===== config.mk =====
export PLATFORM = sky130hd
export DESIGN_NAME = crypto_module_host_control
export DESIGN_NICKNAME = d
export VERILOG_FILES = /design/src/crypto_host_pkg.sv /design/src/spi_byte_master.sv /design/src/crypto_module_host_control.sv
export SDC_FILE = /design/constraint.sdc
export NUM_CORES = 1
export LEC_CHECK = 0
export BUFFER_PORTS_ARGS = -buffer_cell sky130_fd_sc_hd__buf_2
export CORE_AREA = 2 2 67 69
export DETAILED_ROUTE_END_ITERATION = 10
export DIE_AREA = 0 0 69 71
export PLACE_DENSITY = 0.87
export SETUP_SLACK_MARGIN = 0.4
export SLEW_MARGIN = 20
export SYNTH_ARGS = -nofsm -noshare
export SYNTH_HDL_FRONTEND = slang
export SYNTH_SLANG_ARGS = --single-unit

===== constraint.sdc =====
create_clock -name clk -period 2.8 [get_ports clk]
set_input_delay 0.7 -clock clk [delete_from_list [all_inputs] [get_ports clk]]
set_output_delay 0.7 -clock clk [all_outputs]
set_load 0.01 [all_outputs]

===== src/crypto_host_pkg.sv =====
// Shared constants, types and pin bundles for the encryption module host control
package crypto_host_pkg;

    // Link byte width and bit counter width
    localparam int SPI_BITS = 8;
    localparam int BIT_W = 3;

    // Timing: system clock and serial clock half period (least time, round up)
    localparam int CLK_PERIOD_NS = 25;
    localparam int SPI_HALF_NS = 100;
    localparam int SPI_HALF_CYC = (SPI_HALF_NS + CLK_PERIOD_NS - 1) / CLK_PERIOD_NS;
    localparam int DIV_W = 3;

    // Target encoding for the slave select choice
    localparam logic TARGET_CRYPTO = 1'b0;
    localparam logic TARGET_RTC = 1'b1;

    // Reset values of the pin-facing registers
    localparam logic BOOT_RESET = 1'b1;
    localparam logic MODULE_RESET_N_RESET = 1'b0;
    localparam logic SS_N_RESET = 1'b1;

    // Serial link engine states
    typedef enum logic [3:0] {
        SPI_IDLE = 4'b0001,
        SPI_LOW = 4'b0010,
        SPI_HIGH = 4'b0100,
        SPI_TAIL = 4'b1000
    } spi_state_t;

    // Inputs that arrive from outside the clock domain
    typedef struct packed {
        logic miso;
        logic service_req;
        logic erase_n;
        logic keyfail_n;
        logic async_tx;
        logic tamper_switch;
        logic supply_ok;
    } pin_in_t;

    // Quiet level of the pin inputs, used as the synchroniser reset value
    localparam pin_in_t PIN_IDLE = '{miso: 1'b0, service_req: 1'b0, erase_n: 1'b1, keyfail_n: 1'b1,
                                     async_tx: 1'b1, tamper_switch: 1'b0, supply_ok: 1'b1};

endpackage


===== src/spi_byte_master.sv =====
// Byte-wide serial link master with clock divider and two slave selects
`timescale 1ns/1ps
`default_nettype none

module spi_byte_master (
    input wire logic clk,
    input wire logic rst_b,
    input wire logic start,
    input wire logic target,
    input wire logic [7:0] tx_byte,
    input wire logic miso,
    output logic sclk,
    output logic mosi,
    output logic crypto_ss_n,
    output logic rtc_ss_n,
    output logic busy,
    output logic done,
    output logic [7:0] rx_byte
);
    localparam logic [crypto_host_pkg::DIV_W-1:0] HALF_M1 =
        crypto_host_pkg::DIV_W'(crypto_host_pkg::SPI_HALF_CYC - 1);
    localparam logic [crypto_host_pkg::BIT_W-1:0] LAST_BIT =
        crypto_host_pkg::BIT_W'(crypto_host_pkg::SPI_BITS - 1);

    crypto_host_pkg::spi_state_t state_reg, state_next;
    logic [crypto_host_pkg::DIV_W-1:0] div_reg, div_next;
    logic [crypto_host_pkg::BIT_W-1:0] bit_reg, bit_next;
    logic [7:0] shift_reg, shift_next, rx_reg, rx_next;
    logic sclk_reg, sclk_next, mosi_reg, mosi_next, css_reg, css_next, rss_reg, rss_next;
    logic busy_reg, busy_next, done_reg, done_next;

    // Next state of the shift engine
    always_comb begin
        state_next = state_reg;
        div_next = div_reg + 1'b1;
        bit_next = bit_reg;
        shift_next = shift_reg;
        rx_next = rx_reg;
        sclk_next = sclk_reg;
        mosi_next = mosi_reg;
        css_next = css_reg;
        rss_next = rss_reg;
        busy_next = busy_reg;
        done_next = 1'b0;
        case (state_reg)
            crypto_host_pkg::SPI_IDLE: begin
                div_next = '0;
                if (start) begin
                    // Select first, data bit ready before the first rise
                    css_next = target;
                    rss_next = ~target;
                    shift_next = tx_byte;
                    mosi_next = tx_byte[7];
                    bit_next = '0;
                    busy_next = 1'b1;
                    state_next = crypto_host_pkg::SPI_LOW;
                end
            end
            crypto_host_pkg::SPI_LOW: begin
                if (div_reg == HALF_M1) begin
                    // Rise: sample the slave bit into the vacated end
                    div_next = '0;
                    sclk_next = 1'b1;
                    shift_next = {shift_reg[6:0], miso};
                    state_next = crypto_host_pkg::SPI_HIGH;
                end
            end
            crypto_host_pkg::SPI_HIGH: begin
                if (div_reg == HALF_M1) begin
                    div_next = '0;
                    sclk_next = 1'b0;
                    if (bit_reg == LAST_BIT) begin
                        state_next = crypto_host_pkg::SPI_TAIL;
                    end else begin
                        bit_next = bit_reg + 1'b1;
                        mosi_next = shift_reg[7];
                        state_next = crypto_host_pkg::SPI_LOW;
                    end
                end
            end
            crypto_host_pkg::SPI_TAIL: begin
                // Hold select one half period past the last fall
                if (div_reg == HALF_M1) begin
                    css_next = 1'b1;
                    rss_next = 1'b1;
                    rx_next = shift_reg;
                    done_next = 1'b1;
                    busy_next = 1'b0;
                    state_next = crypto_host_pkg::SPI_IDLE;
                end
            end
            default: begin
                state_next = crypto_host_pkg::SPI_IDLE;
                css_next = 1'b1;
                rss_next = 1'b1;
                sclk_next = 1'b0;
                busy_next = 1'b0;
            end
        endcase
    end

    // Engine registers
    always_ff @(posedge clk or negedge rst_b) begin
        if (!rst_b) begin
            state_reg <= crypto_host_pkg::SPI_IDLE;
            div_reg <= '0;
            bit_reg <= '0;
            shift_reg <= '0;
            rx_reg <= '0;
            sclk_reg <= 1'b0;
            mosi_reg <= 1'b0;
            css_reg <= crypto_host_pkg::SS_N_RESET;
            rss_reg <= crypto_host_pkg::SS_N_RESET;
            busy_reg <= 1'b0;
            done_reg <= 1'b0;
        end else begin
            state_reg <= state_next;
            div_reg <= div_next;
            bit_reg <= bit_next;
            shift_reg <= shift_next;
            rx_reg <= rx_next;
            sclk_reg <= sclk_next;
            mosi_reg <= mosi_next;
            css_reg <= css_next;
            rss_reg <= rss_next;
            busy_reg <= busy_next;
            done_reg <= done_next;
        end
    end

    assign sclk = sclk_reg;
    assign mosi = mosi_reg;
    assign crypto_ss_n = css_reg;
    assign rtc_ss_n = rss_reg;
    assign busy = busy_reg;
    assign done = done_reg;
    assign rx_byte = rx_reg;

    // Checking helper: rising serial clock edges within the current frame
    logic [3:0] rise_cnt_reg, rise_cnt_next;
    always_comb begin
        rise_cnt_next = rise_cnt_reg;
        if (state_reg == crypto_host_pkg::SPI_IDLE && start) begin
            rise_cnt_next = '0;
        end else if (!sclk_reg && sclk_next) begin
            rise_cnt_next = rise_cnt_reg + 1'b1;
        end
    end
    always_ff @(posedge clk or negedge rst_b) begin
        if (!rst_b) begin
            rise_cnt_reg <= '0;
        end else begin
            rise_cnt_reg <= rise_cnt_next;
        end
    end
endmodule

`default_nettype wire


===== src/crypto_module_host_control.sv =====
// Host-side control and link logic for the external encryption module
`timescale 1ns/1ps
`default_nettype none

// Summary of operation
// - Byte exchanged both ways per transfer
// - Host always masters clock and selects
// - Select, then shift out and in together
// - Module select active low during exchanges only
// - Boot line level during reset picks mode
// - Wakeup line brings module out of sleep
// - Module reset from system, software, direct
// - Tamper or supply drop activates tamper line
// - Erase line resets module, key kept
// - Async serial path: transmit and receive lines
// - Open-collector key/fail line, drive and sense
module crypto_module_host_control (
    input wire logic clk,
    input wire logic rst_b,
    input wire logic xfer_start,
    input wire logic xfer_target,
    input wire logic [7:0] xfer_tx_byte,
    output logic xfer_busy,
    output logic xfer_done,
    output logic [7:0] xfer_rx_byte,
    input wire logic sw_reset_req,
    input wire logic direct_reset_req,
    input wire logic boot_production,
    input wire logic wakeup_req,
    input wire logic keyfail_drive_low,
    input wire logic host_async_tx,
    output logic host_async_rx,
    output logic service_irq,
    output logic keyfail_sense,
    output logic tamper_active,
    output logic erase_active,
    output logic spi_clk,
    output logic spi_mosi,
    input wire logic spi_miso,
    output logic crypto_ss_n,
    output logic rtc_ss_n,
    output logic crypto_boot_n,
    output logic crypto_wakeup,
    output logic crypto_reset_n,
    output logic crypto_async_rx,
    input wire logic crypto_async_tx,
    input wire logic crypto_service_request,
    input wire logic crypto_keyfail_n_in,
    output logic crypto_keyfail_n_out,
    output logic crypto_keyfail_n_oe,
    input wire logic tamper_switch,
    input wire logic controlled_low_supply_ok,
    input wire logic crypto_erase_n,
    output logic crypto_tamper_n
);
    crypto_host_pkg::pin_in_t pins_raw, sync1_reg, sync1_next, sync2_reg, sync2_next;

    // Two-stage synchroniser for every pin input; only stage two is read
    always_comb begin
        pins_raw.miso = spi_miso;
        pins_raw.service_req = crypto_service_request;
        pins_raw.erase_n = crypto_erase_n;
        pins_raw.keyfail_n = crypto_keyfail_n_in;
        pins_raw.async_tx = crypto_async_tx;
        pins_raw.tamper_switch = tamper_switch;
        pins_raw.supply_ok = controlled_low_supply_ok;
        sync1_next = pins_raw;
        sync2_next = sync1_reg;
    end

    // Synchroniser stages start at the quiet pin levels so no false event follows reset
    always_ff @(posedge clk or negedge rst_b) begin
        if (!rst_b) begin
            sync1_reg <= crypto_host_pkg::PIN_IDLE;
            sync2_reg <= crypto_host_pkg::PIN_IDLE;
        end else begin
            sync1_reg <= sync1_next;
            sync2_reg <= sync2_next;
        end
    end

    // Byte link engine; miso enters already synchronised
    spi_byte_master u_spi (
        .clk(clk),
        .rst_b(rst_b),
        .start(xfer_start),
        .target(xfer_target),
        .tx_byte(xfer_tx_byte),
        .miso(sync2_reg.miso),
        .sclk(spi_clk),
        .mosi(spi_mosi),
        .crypto_ss_n(crypto_ss_n),
        .rtc_ss_n(rtc_ss_n),
        .busy(xfer_busy),
        .done(xfer_done),
        .rx_byte(xfer_rx_byte)
    );

    logic reset_n_reg, reset_n_next, boot_n_reg, boot_n_next, wake_reg, wake_next;
    logic tamper_n_reg, tamper_n_next, erase_reg, erase_next, tamper_act_reg, tamper_act_next;
    logic async_out_reg, async_out_next, async_in_reg, async_in_next, irq_reg, irq_next;
    logic kf_oe_reg, kf_oe_next, kf_out_reg, kf_out_next, kf_sense_reg, kf_sense_next;

    // Module control lines
    always_comb begin
        // Erase joins the reset, never the tamper line, so the key survives it
        erase_next = ~sync2_reg.erase_n;
        reset_n_next = ~(sw_reset_req | direct_reset_req | erase_next);
        // Boot level follows the selection only while the module sits in reset
        boot_n_next = reset_n_reg ? boot_n_reg : boot_production;
        wake_next = wakeup_req;
        // Tamper needs no host help; the module clears its own key on it
        tamper_n_next = ~(sync2_reg.tamper_switch | ~sync2_reg.supply_ok);
        // Own flop for the flag, so the output is a register rather than an inverter
        tamper_act_next = ~tamper_n_next;
        async_out_next = host_async_tx;
        async_in_next = sync2_reg.async_tx;
        irq_next = sync2_reg.service_req;
        // Open-collector: only ever pulls low, sensing reads the wired level
        kf_oe_next = keyfail_drive_low;
        kf_out_next = 1'b0;
        kf_sense_next = ~sync2_reg.keyfail_n;
    end

    // Control line registers
    always_ff @(posedge clk or negedge rst_b) begin
        if (!rst_b) begin
            // System reset holds the module in reset as well
            reset_n_reg <= crypto_host_pkg::MODULE_RESET_N_RESET;
            boot_n_reg <= crypto_host_pkg::BOOT_RESET;
            wake_reg <= 1'b0;
            tamper_n_reg <= 1'b1;
            tamper_act_reg <= 1'b0;
            erase_reg <= 1'b0;
            async_out_reg <= 1'b1;
            async_in_reg <= 1'b1;
            irq_reg <= 1'b0;
            kf_oe_reg <= 1'b0;
            kf_out_reg <= 1'b0;
            kf_sense_reg <= 1'b0;
        end else begin
            reset_n_reg <= reset_n_next;
            boot_n_reg <= boot_n_next;
            wake_reg <= wake_next;
            tamper_n_reg <= tamper_n_next;
            tamper_act_reg <= tamper_act_next;
            erase_reg <= erase_next;
            async_out_reg <= async_out_next;
            async_in_reg <= async_in_next;
            irq_reg <= irq_next;
            kf_oe_reg <= kf_oe_next;
            kf_out_reg <= kf_out_next;
            kf_sense_reg <= kf_sense_next;
        end
    end

    // Every output leaves straight from its own flop
    assign crypto_reset_n = reset_n_reg;
    assign crypto_boot_n = boot_n_reg;
    assign crypto_wakeup = wake_reg;
    assign crypto_tamper_n = tamper_n_reg;
    assign erase_active = erase_reg;
    assign tamper_active = tamper_act_reg;
    assign crypto_async_rx = async_out_reg;
    assign host_async_rx = async_in_reg;
    assign service_irq = irq_reg;
    assign crypto_keyfail_n_oe = kf_oe_reg;
    assign crypto_keyfail_n_out = kf_out_reg;
    assign keyfail_sense = kf_sense_reg;
endmodule

`default_nettype wire


==> impl_metrics.ini <==
[status]
outcome = complete, no violations

[routing]
wl_mm = 4.574
wl_per_cell_um = 15.51
dr.pass1.iters = 4
ant_nets = 0
via_per_inst = 5.556
top_layer = met4
via_count = 1639
wl_met2_mm = 2.243
wl_met3_um = 273
drc_errors = 0
wl_met1_mm = 1.977
drtIter0Drc = 90

[logic_synthesis]
postSynthCellCount = 185
synth_top_flop_cell = dfrtp_1
yosysSeqAreaShare_pct = 62.70
ys_ff_latch = 57
ys_warn_count = 0
synthXorXnorAreaFrac_pct = 0.3800
synth_top_family_by_area = simple AND/OR/NAND/NOR gates
synth_cell_types = 46
synthMuxAreaShare_pct = 4.832
synth_fa_ha_area_share_pct = 2.714
syn_nets = 215
synthesis.area_um2 = 2305
synth_compound_area_share_pct = 11.18
ys_async_sr_fraction_pct = 100.0
synth-simple-area-share_pct = 14.77
synth_top_area_share_pct = 45.60
syn_area_per_cell_um2 = 12.46
synth_edf_count = 0
synth_top_area_cell = dfrtp_1
netlist_top_cells_area = dfrtp_1, dfstp_2, mux2_1, a221o_1, ha_1

[worst_hold_path]
worstHoldPathType = flop to flop

[grt]
grt_pass1_wl_mm = 7.838
overflow = 0
groute.usage.overall_pct = 21.08
grt_max_degree = 32
grt_pass1_vias = 1620
antenna_found_initial = 0

[timing]
worstMarginPinSlew_ns = 0.7891
post-route-period-util_pct = 69.18
setup_tns_ns = 0
setup_slack_ns = 0.8629
final_max_slew_viol_count = 0
hold_viol_final = 0
fmax_mhz = 516.2
rsz0062_at_grt = false
slew_headroom_pct = 46.96
final-setup-viol-count = 0
hold-worst-slack_ns = 0.3537
fin_crit_ns = 1.937
finClkSkew_ns = 0.007152

[floorplan]
die_area_um2 = 4899
fp.dieW_um = 69
initial_core_util_pct = 54.82
core-area_um2 = 4204
fp-row-count = 24
pin_count = 51
die-height_um = 71

[placed_design]
dp.cells = 279
port_buffers = 49
dpl_worst_slack_ns = 0.8859
gp_congestion = 0.9033
dp_hpwl_mm = 3.090

[power]
p_leak_nw = 1.397
power_density_nw_per_um2 = 893.0
p_total_mw = 2.504
ir_drop_mv = 0.5567

[finish]
drive_gt1_share_pct = 34.57
nFillCells = 320
final_cell_mix = buf_2, dfrtp_1, dfstp_2
multi_input_area_um2 = 784.5
diodes = 0
regArea_um2 = 1445
syn_to_final_growth_pct = 21.66
mostFrequentLayoutCell = buf_2
instances_no_fill = 295
nets = 268

[worst_setup_path]
critPathMaxStageDelay_ns = 0.70
crit_required_ns = 3.01
end_kind = flop
cp-start-kind = flop
cp_max_fo = 17
cp.arrival_ns = 2.15
cpLargestDelayFamily = simple AND/OR/NAND/NOR gates
critPathKind = flop to flop
crit_path_cell_trace = nor4b_1 > nand2_1 > and3_1 > a221o_1
crit_slowest_cell = dfstp_2
path_buf_inv = 0

[clocking]
clkLatencyLatePin_ns = 0.33
path_clk_slew_ns = 0.06
htree_levels = 3
ctsResizeCount = 0
hold_buffers = 0
clock_path_buffers = 2
cts_tree = yes
cts_sinks = 57
cts_root_buf = clkbuf_8
cts_buffers = 9
postCtsSetupRepairBufs = 0

[flow_run]
cap_violations = 0
==> through the flow <==
stage | utilization [%] | instance area [um^2]
finish | 66.70 | 2804
global route | 66.70 | 2804
CTS | 66.70 | 2804
detailed placement | 61.61 | 2590
global placement | 61.61 | 2590
floorplan | - | 2305
==> per-layer routing <==
metal,vias up,global-route usage [%]
met5,-,0
met4,0,8.497
met3,6,7.550
met2,67,32.48
met1,796,27.45
li1,770,-
==> kinds of logic after synthesis <==
logic type / count (synthesis)
AO/OA/AOI/OAI: 34
XOR/XNOR: 1
adder cells (fa/ha/maj): 5
buffers and inverters: 16
flip-flops: 57
multiplexers: 10
other: 1
AND/OR/NAND/NOR: 61
==> final timing paths <==
path	slack [ns]	endpoint	cells after the start	start
worst min-delay path	0.35	irq_next$_DFF_PN0_	0	sync1_reg[5]$_DFF_PN0_
min in group asynchronous	0.38	sync2_reg[1]$_DFF_PN0_	1	rst_b
worst max-delay path	0.86	u_spi.shift_reg[2]$_DFFE_PN0P_	4	u_spi.state_reg[0]$_DFFE_PN1P_
worst max register to register	0.86	u_spi.shift_reg[2]$_DFFE_PN0P_	4	u_spi.state_reg[0]$_DFFE_PN1P_
worst min register to register	0.35	irq_next$_DFF_PN0_	0	sync1_reg[5]$_DFF_PN0_
max in group asynchronous	1.79	u_spi.crypto_ss_n$_DFFE_PN1P_	2	rst_b
==> cell type report <==
cell class / instances / area share, %
multi-input cells: 112 / 27.98
clock buffers: 13 / 5.310
inverters: 8 / 1.071
well taps: 52 / 2.320
repair buffers: 50 / 9.460
clock inverters: 3 / 2.320
flip-flops and latches: 57 / 51.54
==> cell usage after synthesis (all sizes together), types with 2 or more instances <==
library cell,number
a211oi,3
a21oi,3
a221o,8
a221oi,2
a32oi,2
and2,2
and3,8
buf,5
clkbuf,3
dfrtp,42
dfstp,15
ha,5
inv,8
mux2,9
nand2,14
nand2b,4
nand3,3
nand4,2
nor2,12
nor2b,5
nor3,4
o21ai,8
o22ai,2
==> worst register-to-register path: cells and delay by family, from the launching register on <==
kind | cells | cell delay, ns
DFF | 1 | 0.70
and+or+nand+nor | 3 | 0.86
AOI/OAI and AO/OA | 1 | 0.27
==> power by group <==
part	internal, mW	switching [mW]	total (mW)
combinational	0.257	0.297	0.554
clock	0.525	0.306	0.831
sequential	0.977	0.142	1.12
Power figures use the tool's default switching activity.
